## src/wdog_defines.vh

```
// constants for the channel watchdog and missed-frame block
// assumes inclusion by bare name from the design files
`ifndef WDOG_DEFINES_VH
`define WDOG_DEFINES_VH
`define ADDR_TIMEOUT_LIMITS 32'h20008024
`define ADDR_REV_MISSED 32'h2000802C
`define RX_FIELD_HI 31
`define RX_FIELD_LO 16
`define TX_FIELD_HI 15
`define TX_FIELD_LO 0
`define REV_FIELD_HI 20
`define REV_FIELD_LO 16
`define MISSED_FIELD_HI 15
`define MISSED_FIELD_LO 0
`define TIMEOUT_DEFAULT 16'h04E2
`define TIMEOUT_FLOOR 16'h002D
`define TIMEOUT_LOW_MAX 16'h002C
`define SER_PER_UNIT 5'h10
// revision value is arbitrary
`define CHIP_REVISION 5'h05
`endif

```

## src/pin_sync3.v

```verilog
// three-stage synchroniser with agreement filter
// assumes async input, clk domain, clock enable gates all state
`timescale 1ns/1ps
`default_nettype none
module pin_sync3 (
   input wire clk,
   input wire nrst,
   input wire ce,
   input wire din,
   output reg dout
);
   reg s1_r;
   reg s2_r;
   reg s3_r;
   always @(posedge clk or negedge nrst) begin
      if (!nrst) begin
         s1_r <= 1'b0;
         s2_r <= 1'b0;
         s3_r <= 1'b0;
         dout <= 1'b0;
      end else if (ce) begin
         s1_r <= din;
         s2_r <= s1_r;
         s3_r <= s2_r;
         // change counts once stages two and three agree
         if (s2_r == s3_r) begin
            dout <= s3_r;
         end
      end
   end
endmodule
`default_nettype wire

```

## src/chan_watchdog.v

```verilog
// one channel watchdog: counts serial ticks while active
// assumes ser_tick is a one-cycle pulse per serial-clock cycle
`timescale 1ns/1ps
`default_nettype none
`include "wdog_defines.vh"
module chan_watchdog (
   input wire clk,
   input wire nrst,
   input wire ce,
   input wire active,
   input wire ser_tick,
   input wire [15:0] limit,
   output reg expire
);
   reg [3:0] sub_r;
   reg [15:0] units_r;
   reg active_d_r;
   wire [15:0] eff_limit;
   // short limits are raised to the floor
   assign eff_limit = (limit != 16'h0000 && limit <= `TIMEOUT_LOW_MAX) ? `TIMEOUT_FLOOR : limit;
   always @(posedge clk or negedge nrst) begin
      if (!nrst) begin
         sub_r <= 4'h0;
         units_r <= 16'h0000;
         active_d_r <= 1'b0;
         expire <= 1'b0;
      end else if (ce) begin
         active_d_r <= active;
         expire <= 1'b0;
         if (!active || !active_d_r) begin
            sub_r <= 4'h0;
            units_r <= 16'h0000;
         end else if (ser_tick && limit != 16'h0000) begin
            sub_r <= sub_r + 4'h1;
            if (sub_r == 4'hF) begin
               if (units_r + 16'h0001 >= eff_limit) begin
                  expire <= 1'b1;
                  units_r <= 16'h0000;
               end else begin
                  units_r <= units_r + 16'h0001;
               end
            end
         end
      end
   end
endmodule
`default_nettype wire

```

## src/net_ctrl_watchdog.v

```verilog
// watchdog timers and revision/missed-frame register of the network controller
// assumes a longword register port on clk, serial clock sampled as a pin
// Contract
// a receiver active for receive limit times 16 serial cycles is cut off and flagged.
// a transmitter active for transmit limit times 16 serial cycles is cut off and flagged.
// a limit of zero disables that watchdog.
// hardware and software reset load both limits with 1250.
// the receive limit is changed only while reception is stopped.
// the transmit limit is changed only while transmission is stopped.
// a receive limit of 1 to 44 acts as 45.
// a transmit limit of 1 to 44 acts as 45.
// the receive limit sits in bits 31 to 16 as an unsigned count.
// the transmit limit sits in bits 15 to 0 as an unsigned count.
// frames dropped for lack of a receive buffer are counted in bits 15 to 0 of the statistics register.
// reading the statistics register returns the count and clears it.
// bits 20 to 16 of the statistics register hold a fixed revision number.
// bits 31 to 21 of the statistics register read as zero.
// writes to the statistics register change nothing.
// a limit write while its process runs is dropped.
// each watchdog restarts from zero at activity start and stops when it ends.
`timescale 1ns/1ps
`default_nettype none
`include "wdog_defines.vh"
module net_ctrl_watchdog (
   // clock and reset
   input wire clk,
   input wire nrst,
   input wire ce,
   input wire soft_rst,
   // register port
   input wire reg_sel,
   input wire reg_wr,
   input wire [31:0] reg_addr,
   input wire [31:0] reg_wdata,
   output reg [31:0] reg_rdata,
   output reg reg_ack,
   // process state
   input wire rx_stopped,
   input wire tx_stopped,
   input wire rx_active,
   input wire tx_active,
   input wire frame_missed,
   // serial clock pin
   input wire ser_clk,
   // watchdog outcomes
   output reg rx_cutoff,
   output reg tx_cutoff,
   output reg rx_watchdog_flag,
   output reg transmit_watchdog_flag
);
   // limit fields and their next values
   reg [15:0] receive_timeout_count_r;
   reg [15:0] receive_timeout_count_nxt;
   reg [15:0] transmit_timeout_count_r;
   reg [15:0] transmit_timeout_count_nxt;
   // missed-frame count
   reg [15:0] missed_frame_counter_r;
   reg [15:0] missed_frame_counter_nxt;
   // register port answer
   reg [31:0] rdata_nxt;
   reg ack_nxt;
   // channel outcomes
   reg rx_cutoff_nxt;
   reg tx_cutoff_nxt;
   reg rx_flag_nxt;
   reg tx_flag_nxt;
   // serial clock edge
   reg ser_d_r;
   wire ser_s;
   wire ser_tick;
   // watchdog side
   wire rx_run;
   wire tx_run;
   wire rx_exp;
   wire tx_exp;
   wire rx_hit;
   wire tx_hit;
   // register decode
   wire wr_lim;
   wire rx_take;
   wire tx_take;
   wire rd_stat;
   wire missed_full;
   wire [15:0] missed_inc;
   wire [31:0] lim_word;
   wire [31:0] stat_word;
   // revision value is arbitrary
   localparam [4:0] CHIP_REV = `CHIP_REVISION;

   // serial pin is asynchronous to clk, so it is filtered before any edge is taken
   pin_sync3 u_ser (
      .clk(clk),
      .nrst(nrst),
      .ce(ce),
      .din(ser_clk),
      .dout(ser_s)
   );

   always @(posedge clk or negedge nrst) begin
      if (!nrst) begin
         ser_d_r <= 1'b0;
      end else if (ce) begin
         ser_d_r <= ser_s;
      end
   end

   // one tick per rising serial edge; reset low like the idle pin, so no false tick
   assign ser_tick = ser_s & ~ser_d_r;

   // a cut channel looks idle to its watchdog, so its count restarts
   assign rx_run = rx_active & ~rx_cutoff;
   assign tx_run = tx_active & ~tx_cutoff;

   chan_watchdog u_rx (
      .clk(clk),
      .nrst(nrst),
      .ce(ce),
      .active(rx_run),
      .ser_tick(ser_tick),
      .limit(receive_timeout_count_r),
      .expire(rx_exp)
   );

   chan_watchdog u_tx (
      .clk(clk),
      .nrst(nrst),
      .ce(ce),
      .active(tx_run),
      .ser_tick(ser_tick),
      .limit(transmit_timeout_count_r),
      .expire(tx_exp)
   );

   // an expiry that lands after the channel dropped is ignored
   assign rx_hit = rx_exp & rx_active;
   assign tx_hit = tx_exp & tx_active;

   // one longword register each, exact address match
   assign wr_lim = reg_sel & reg_wr & (reg_addr == `ADDR_TIMEOUT_LIMITS);
   assign rx_take = wr_lim & rx_stopped;
   assign tx_take = wr_lim & tx_stopped;
   assign rd_stat = reg_sel & ~reg_wr & (reg_addr == `ADDR_REV_MISSED);
   assign missed_full = (missed_frame_counter_r == 16'hFFFF);
   assign missed_inc = missed_frame_counter_r + 16'h0001;
   assign lim_word = {receive_timeout_count_r, transmit_timeout_count_r};
   assign stat_word = {11'h000, CHIP_REV, missed_frame_counter_r};

   // receive limit: soft reset first, then a write taken while stopped
   always @* begin
      receive_timeout_count_nxt = receive_timeout_count_r;
      if (soft_rst) begin
         receive_timeout_count_nxt = `TIMEOUT_DEFAULT;
      end else if (rx_take) begin
         receive_timeout_count_nxt = reg_wdata[`RX_FIELD_HI:`RX_FIELD_LO];
      end
   end

   // transmit limit, gated on its own process only
   always @* begin
      transmit_timeout_count_nxt = transmit_timeout_count_r;
      if (soft_rst) begin
         transmit_timeout_count_nxt = `TIMEOUT_DEFAULT;
      end else if (tx_take) begin
         transmit_timeout_count_nxt = reg_wdata[`TX_FIELD_HI:`TX_FIELD_LO];
      end
   end

   // hardware reset loads the same default as soft reset
   always @(posedge clk or negedge nrst) begin
      if (!nrst) begin
         receive_timeout_count_r <= `TIMEOUT_DEFAULT;
      end else if (ce) begin
         receive_timeout_count_r <= receive_timeout_count_nxt;
      end
   end

   always @(posedge clk or negedge nrst) begin
      if (!nrst) begin
         transmit_timeout_count_r <= `TIMEOUT_DEFAULT;
      end else if (ce) begin
         transmit_timeout_count_r <= transmit_timeout_count_nxt;
      end
   end

   // count saturates rather than wrap, so a stale read never shows a small number
   always @* begin
      missed_frame_counter_nxt = missed_frame_counter_r;
      if (soft_rst) begin
         missed_frame_counter_nxt = 16'h0000;
      end else if (rd_stat) begin
         // a miss in the read cycle starts the new count
         missed_frame_counter_nxt = frame_missed ? 16'h0001 : 16'h0000;
      end else if (frame_missed && !missed_full) begin
         missed_frame_counter_nxt = missed_inc;
      end
   end

   always @(posedge clk or negedge nrst) begin
      if (!nrst) begin
         missed_frame_counter_r <= 16'h0000;
      end else if (ce) begin
         missed_frame_counter_r <= missed_frame_counter_nxt;
      end
   end

   // unmapped reads and every write answer with zero data
   always @* begin
      rdata_nxt = 32'h00000000;
      if (reg_sel && !reg_wr) begin
         case (reg_addr)
            `ADDR_TIMEOUT_LIMITS: begin
               rdata_nxt = lim_word;
            end
            `ADDR_REV_MISSED: begin
               rdata_nxt = stat_word;
            end
            default: begin
               rdata_nxt = 32'h00000000;
            end
         endcase
      end
   end

   // every access is answered one cycle later, mapped or not
   always @* begin
      ack_nxt = reg_sel;
   end

   // read data stands for one cycle only, then returns to zero
   always @(posedge clk or negedge nrst) begin
      if (!nrst) begin
         reg_rdata <= 32'h00000000;
      end else if (ce) begin
         reg_rdata <= rdata_nxt;
      end
   end

   always @(posedge clk or negedge nrst) begin
      if (!nrst) begin
         reg_ack <= 1'b0;
      end else if (ce) begin
         reg_ack <= ack_nxt;
      end
   end

   // flags are single-cycle pulses; the sticky status bit lives elsewhere
   always @* begin
      rx_flag_nxt = rx_hit;
   end

   always @* begin
      tx_flag_nxt = tx_hit;
   end

   // cut holds until the channel drops its activity
   always @* begin
      rx_cutoff_nxt = rx_cutoff;
      if (rx_hit) begin
         rx_cutoff_nxt = 1'b1;
      end else if (!rx_active) begin
         rx_cutoff_nxt = 1'b0;
      end
   end

   always @* begin
      tx_cutoff_nxt = tx_cutoff;
      if (tx_hit) begin
         tx_cutoff_nxt = 1'b1;
      end else if (!tx_active) begin
         tx_cutoff_nxt = 1'b0;
      end
   end

   always @(posedge clk or negedge nrst) begin
      if (!nrst) begin
         rx_watchdog_flag <= 1'b0;
      end else if (ce) begin
         rx_watchdog_flag <= rx_flag_nxt;
      end
   end

   always @(posedge clk or negedge nrst) begin
      if (!nrst) begin
         transmit_watchdog_flag <= 1'b0;
      end else if (ce) begin
         transmit_watchdog_flag <= tx_flag_nxt;
      end
   end

   always @(posedge clk or negedge nrst) begin
      if (!nrst) begin
         rx_cutoff <= 1'b0;
      end else if (ce) begin
         rx_cutoff <= rx_cutoff_nxt;
      end
   end

   always @(posedge clk or negedge nrst) begin
      if (!nrst) begin
         tx_cutoff <= 1'b0;
      end else if (ce) begin
         tx_cutoff <= tx_cutoff_nxt;
      end
   end
endmodule
`default_nettype wire

```

## config.mk

```make
export PLATFORM = sky130hd
export DESIGN_NAME = net_ctrl_watchdog
export DESIGN_NICKNAME = d
export VERILOG_FILES = /design/src/pin_sync3.v /design/src/chan_watchdog.v /design/src/net_ctrl_watchdog.v
export VERILOG_INCLUDE_DIRS = /design/src
export SDC_FILE = /design/constraint.sdc
export NUM_CORES = 1
export LEC_CHECK = 0
export ABC_AREA = 1
export BUFFER_PORTS_ARGS = -buffer_cell sky130_fd_sc_hd__buf_2
export CAP_MARGIN = 20
export CORE_ASPECT_RATIO = 1.1
export CORE_MARGIN = 2
export CORE_UTILIZATION = 55
export CTS_CLUSTER_DIAMETER = 50
export DETAILED_ROUTE_END_ITERATION = 6
export PLACE_DENSITY_LB_ADDON = 0.15
export SLEW_MARGIN = 10
export SYNTH_ARGS = -nofsm -noshare
export SYNTH_HDL_FRONTEND = slang
export SYNTH_SLANG_ARGS = --single-unit
export TNS_END_PERCENT = 50
```

## constraint.sdc

```tcl
create_clock -name clk -period 7.6 [get_ports clk]
set_input_delay 0.38 -clock clk [delete_from_list [all_inputs] [get_ports clk]]
set_output_delay 0.38 -clock clk [all_outputs]
set_load 0.05 [all_outputs]
```

### Yosys cells after proc, flatten, opt, wreduce, memory -nomap -nowiden

Cells that the tools add are included.

| word-level totals | value |
|---|---|
| logic and storage cells | 123 |
| register bits after elaboration | 134 |
| output and inout bits | 37 |
| input port bits | 76 |

| operators by class | value |
|---|---|
| $add $sub $neg | 5 |
| mux-type cells | 36 |
| $lt $le $gt $ge | 4 |
| equality and inequality tests | 8 |
| reductions and logical operators | 33 |
| bitwise gates (word level) | 15 |

Operator list:

| kind | number |
|---|---|
| 16-bit two-way mux | 17 |
| 32-bit by 30-bit equality test with 1-bit output, second input constant | 2 |
| 32-bit case mux with 2 select lines | 1 |
| 16-bit by 1-bit adder with 16-bit output, second input constant | 3 |
| 16-bit greater-or-equal comparator | 2 |
| 16-bit by 6-bit less-or-equal comparator with 1-bit output, second input constant | 2 |
| 32-bit two-way mux | 1 |
| 16-bit nonzero test | 2 |
| 16-bit equality test, second input constant | 1 |
| 4-bit two-way mux | 4 |
| 2-bit AND reduction | 8 |
| 1-bit two-way mux | 13 |
| 2-bit nonzero test | 6 |
| 1-bit bitwise AND | 11 |
| 4-bit by 1-bit adder with 4-bit output, second input constant | 2 |
| 4-bit equality test, second input constant | 2 |
| 1-bit logical AND | 6 |
| 1-bit zero test | 6 |
| 3-bit AND reduction | 2 |
| 2-bit by 1-bit inequality test with 1-bit output, second input constant | 2 |
| 1-bit inverter | 4 |
| 3-bit nonzero test | 1 |
| 1-bit logical OR | 2 |
| 1-bit equality test | 1 |

### Longest topological paths before layout

| logic depth | value |
|---|---|
| depth in word-level cells | 8 |
| gate-level depth with buffers | 18 |
| mapped depth without buffers | 18 |

### Cells and area by module

From an unflattened synthesis, not the netlist that was laid out.

| second synthesis, totals | value |
|---|---|
| cell total of the unflattened synthesis | 1182 |
| area total of the unflattened synthesis | 8620.8 sq um |

By module, submodules not included:

| module | cells each | area an instance (sq um) | times used |
|---|---|---|---|
| net_ctrl_watchdog | 614 | 4553.1 | 1 |
| chan_watchdog at u_rx | 274 | 1953.1 | 1 |
| chan_watchdog at u_tx | 274 | 1950.6 | 1 |
| pin_sync3 | 20 | 163.9 | 1 |

### Worst setup path after synthesis

No wires, ideal clock.

| timing path | value |
|---|---|
| kind | register to register |
| start point | register receive_timeout_count_r[5] |
| end point | register u_rx.units_r[0] |
| setup slack | 5.181 ns |
| arrival | 2.353 ns |
| period minus slack after synthesis | 2.419 ns |
| cell stages (with the launch flop) | 15 |
| buffers on the path | 1 |
| library setup time | 0.066 ns |
| cells stage by stage | dfstp_2 inv_1 nand3_1 o21ai_0 nor3_1 nor2_1 ha_1 nand2_1 nor2_1 a21oi_1 nand3_1 nand2_1 clkbuf_1 nand4_1 nand2_1 |

| on the way | value |
|---|---|
| longest elaborated chain between the ends | 8 |

RTL lines:

| what | RTL line | source |
|---|---|---|
| start: declaration | net_ctrl_watchdog.v:52 | `reg [15:0] receive_timeout_count_r;` |
| start signal: assignment | net_ctrl_watchdog.v:171 | `` receive_timeout_count_r <= `TIMEOUT_DEFAULT; `` |
| start signal: assignment | net_ctrl_watchdog.v:173 | `receive_timeout_count_r <= receive_timeout_count_nxt;` |
| 16-bit by 6-bit less-or-equal comparator with 1-bit output (no line) or 16-bit nonzero test (tied branches) | - |  |
| 1-bit logical AND (no line) | - |  |
| 16-bit two-way mux | chan_watchdog.v:20 | `` assign eff_limit = (limit != 16'h0000 && limit <= `TIMEOUT_LOW_MAX) ? `TIMEOUT_FLOOR : limit; `` |
| 16-bit greater-or-equal comparator | chan_watchdog.v:36 | `if (units_r + 16'h0001 >= eff_limit) begin` |
| 16-bit two-way mux | chan_watchdog.v:36 |  |
| 16-bit two-way mux | chan_watchdog.v:35 | `if (sub_r == 4'hF) begin` |
| 16-bit two-way mux | chan_watchdog.v:33 | `end else if (ser_tick && limit != 16'h0000) begin` |
| 16-bit two-way mux | chan_watchdog.v:30 | `if (!active \|\| !active_d_r) begin` |
| end signal: assignment | chan_watchdog.v:40 | `units_r <= units_r + 16'h0001;` |
| end: declaration | chan_watchdog.v:16 | `reg [15:0] units_r;` |

Several ways; a longest one is shown, not always the timed one. The select of a mux whose other input is x is not followed.
A chain may end at the register's enable or synchronous reset.

### Worst setup path in the final report

| timing path | value |
|---|---|
| start point | register u_tx.units_r[0] |
| end point | register u_tx.units_r[7] |

| on the way | value |
|---|---|
| longest elaborated chain between the ends | 6 |

RTL lines:

| what | RTL line |
|---|---|
| start: declaration | chan_watchdog.v:16 |
| start signal: assignment | chan_watchdog.v:40 |
| 16-bit by 1-bit adder with 16-bit output (*) | chan_watchdog.v:36, chan_watchdog.v:40 |
| 16-bit greater-or-equal comparator | chan_watchdog.v:36 |
| 16-bit two-way mux (*) | chan_watchdog.v:36 |
| 16-bit two-way mux (*) | chan_watchdog.v:35 |
| 16-bit two-way mux (*) | chan_watchdog.v:33 |
| 16-bit two-way mux (*) | chan_watchdog.v:30 |

Mark *: on every way between the ends. The rest lies on a longest branch, timed or not. The select of a mux whose other input is x is not followed.

==> reports/metrics.yaml <==
ys_seq_area_share_pct: 39.6
r2r-start: "u_tx.units_r[0]$_DFFE_PN0P_"
cts.sinks: 134
io_buffer_count: 112
synth_edf_count: 0
fmax_mhz: 351
synthCells: 1186
cts_tree: "yes"
drv_slew: 0
grt_pass1_wl_mm: 35.0
ys_ff_latch: 134
gp_congestion: 0.909
ir_drop_mv: 0.159
r2r-end: "u_tx.units_r[7]$_DFFE_PN0P_"
yosysTopAreaCellShare_pct: 36.5
async_reset_ff_share_pct: 100
syn_to_final_growth_pct: 14.8
ys.flop_type: "dfrtp_1"
die-area_sq_um: 16500
synth_top_area_cell: "dfrtp_1"
postPlaceCellArea_sq_um: 9120
finalClockSkew_ns: 0.00572
cts_max_level: 4
power_switching_mw: 0.483
num_antenna_cells: 0
r2r_cells: 14
sw_frac_of_total_pct: 26.5
antenna_found_initial: 0
power.internal_mw: 1.34
synthSimpleGateAreaFrac_pct: 36.2
antenna_violating_nets_post_route: 0
synth_xor_area_share_pct: 2.89
yosys-top-cells-area: "dfrtp_1 (37%), nand2_1 (17%), nor2_1 (6.2%), inv_1 (5.7%), ha_1 (5.4%)"
drive_above_1_share_pct: 16.4
grt_max_degree: 69
hold_path_depth: 3
start_util_pct: 56.2
min_period_over_period_pct: 37.5
dp_hpwl_mm: 15.6
critPathArrivalTime_ns: 3.21
drt_iter0_drc: 675
utilization_pct: 64.6
grt_pass1_vias: 7396
synth_compound_area_share_pct: 7.27
final_cell_mix: "nand2_1 (388), nor2_1 (141), inv_1 (130), dfrtp_1 (124), buf_2 (111)"
ios: 113
synth_top_family_by_area: "simple AND/OR/NAND/NOR gates"
slew_headroom_pct: 40.6
drt_pass1_iterations: 5
r2r_slack_ns: 4.75
netlist_area_sq_um: 8500
synthMuxAreaShare_pct: 0.118
fp.dieH_um: 134
hp-class: "in2reg"
tns_ns: 0
hold_viol_final: 0
synth_fp_nets: 1299
nets: 1398
powerDensity_nw_per_um2: 187
path_clk_slew_ns: 0.06
die_width_um: 123
ys_types: 40
cts_buffers: 17
required_ns: 7.96
fin_crit_ns: 2.85
layout_commonest_cell: "nand2_1"
critical_path_class: "reg2reg"
clkPwrFrac_pct: 45.9
critPathCaptureType: "flop"
synthAdderAreaFrac_pct: 5.45
rows: 47
drt_wl_total_mm: 21.0
ctsLongestPathBuffers: 2
start_kind: "flop"
clk-insertion-delay-late_ns: 0.43
outcome: "complete, no violations"
avgSynthCellArea_sq_um: 7.17
rsz0062_at_grt: "false"
maxCapViolations: 0
avgRoutedWirePerCell_um: 14.0
overflow: 0
p_comb_share_pct: 11.7
crit_fanout: 17
ys_warn_count: 0
drcViolationCount: 0
viasPerCell: 5.25
holdPathEnd: "u_ser.s1_r$_DFFE_PN0P_"
p_leak_nw: 5.26
via_count: 7850
worst_pin_slew_ns: 0.889
design_area_sq_um: 9760
fill_cells: 1323
grtUsageTotal_pct: 26.7
seqPwrFrac_pct: 42.4
finalSetupViolCount: 0
worst_hold_startpoint: "ser_clk"
coreArea_sq_um: 15100
root_buffer: "clkbuf_16"
## cell type report
cell class | count | area, sq um | share of cell area (%)
repair buffers | 117 | 627 | 6.43
multi-input cells | 880 | 4410 | 45.2
inverters | 135 | 507 | 5.19
well taps | 196 | 245 | 2.51
clock inverters | 14 | 159 | 1.63
flip-flops and latches | 134 | 3370 | 34.5
clock buffers | 18 | 439 | 4.50
## worst max path at each step
| stage | start | end | slack [ns] | cells past startpoint |
|---|---|---|---|---|
| detailed placement | ce | u_rx.units_r[6]$_DFFE_PN0P_ | 4.63 | 8 |
| global placement | ce | u_rx.units_r[5]$_DFFE_PN0P_ | 4.70 | 8 |
| floorplan | receive_timeout_count_r[5]$_DFFE_PN1P_ | u_rx.units_r[0]$_DFFE_PN0P_ | 5.18 | 14 |
| CTS | receive_timeout_count_r[13]$_DFFE_PN0P_ | u_rx.units_r[6]$_DFFE_PN0P_ | 4.75 | 16 |
| global route | receive_timeout_count_r[8]$_DFFE_PN0P_ | u_rx.units_r[6]$_DFFE_PN0P_ | 4.43 | 15 |
| finish | u_tx.units_r[0]$_DFFE_PN0P_ | u_tx.units_r[7]$_DFFE_PN0P_ | 4.75 | 14 |
## timing repair
action                    CTS  global route
buffers inserted            0             0
gates resized for setup     0             0
hold buffers                1             0
hold endpoints to repair   63             0
## worst max-delay path: stages, from the launching register on
cell and delay, ns:
dfrtp_1 0.43, ha_1 0.22, nand2_1 0.09, nor2_1 0.15
nand2_1 0.11, nor2_1 0.16, xor2_1 0.22, ha_1 0.26
nand2_1 0.07, inv_1 0.04, nand3_1 0.08, inv_1 0.06
a21oi_2 0.57, nand4_1 0.21, nand2_1 0.12
## metal layers
layer / GRT usage [%] / routed length [um]
met4: 9.39 / 397
met2: 42.0 / 9580
met1: 37.3 / 9810
met5: 0 / 0
met3: 4.51 / 1180
## power by group through the flow
stage | registers, mW | clock network, mW | logic, mW
2_1_floorplan | 0.780 | 0 | 0.142
3_3_place_gp | 0.784 | 0 | 0.206
3_5_place_dp | 0.785 | 0 | 0.211
4_1_cts | 0.772 | 0.845 | 0.213
5_1_grt | 0.777 | 0.876 | 0.246
6_report | 0.773 | 0.837 | 0.213
## cells by family (layout without fill, tap and decap cells)
family | after synthesis | count (layout)
simple gates | 713 | 713
buf+inv | 172 | 284
flops | 134 | 134
compound gates | 101 | 101
fa+ha+maj | 37 | 37
xor+xnor | 28 | 28
mux | 1 | 1
## stage by stage
stage	total power [mW]	setup WS, ns	hold slack, ns	instances
after CTS	1.83	4.75	0.157	1493
final	1.82	4.75	0.165	1494
after global routing	1.90	4.43	0.188	1494
after global placement	0.989	4.70	0.405	1460
after detailed placement	0.996	4.63	0.407	1460
after floorplan	0.922	5.18	0.0844	1186
## synth_stat cells, types with 4 or more instances
| cell type | number |
|---|---|
| nand2_1 | 388 |
| o21ai_2 | 10 |
| o21ai_1 | 6 |
| nand2_4 | 4 |
| nand4_1 | 46 |
| clkbuf_1 | 22 |
| o22ai_1 | 12 |
| buf_4 | 4 |
| nand3b_1 | 4 |
| dfrtp_1 | 124 |
| dfstp_2 | 10 |
| nand3_1 | 88 |
| ha_1 | 37 |
| o21ai_0 | 30 |
| o31ai_1 | 12 |
| buf_2 | 4 |
| nand2_2 | 12 |
| inv_1 | 130 |
| a21oi_1 | 21 |
| or2_2 | 12 |
| a21oi_2 | 4 |
| nor2_1 | 141 |
| buf_6 | 5 |
| nor3_1 | 8 |
| inv_2 | 4 |
| xor2_1 | 25 |
## state kept, by name (all words and copies together) (netlist names), 4 cells and up
name                      cells
u_rx.units_r                 16
receive_timeout_count_r      16
reg_rdata                    32
transmit_timeout_count_r     16
missed_frame_counter_r       16
u_tx.units_r                 16
u_rx.sub_r                    4
u_tx.sub_r                    4
(Power assumes the default switching activity.)
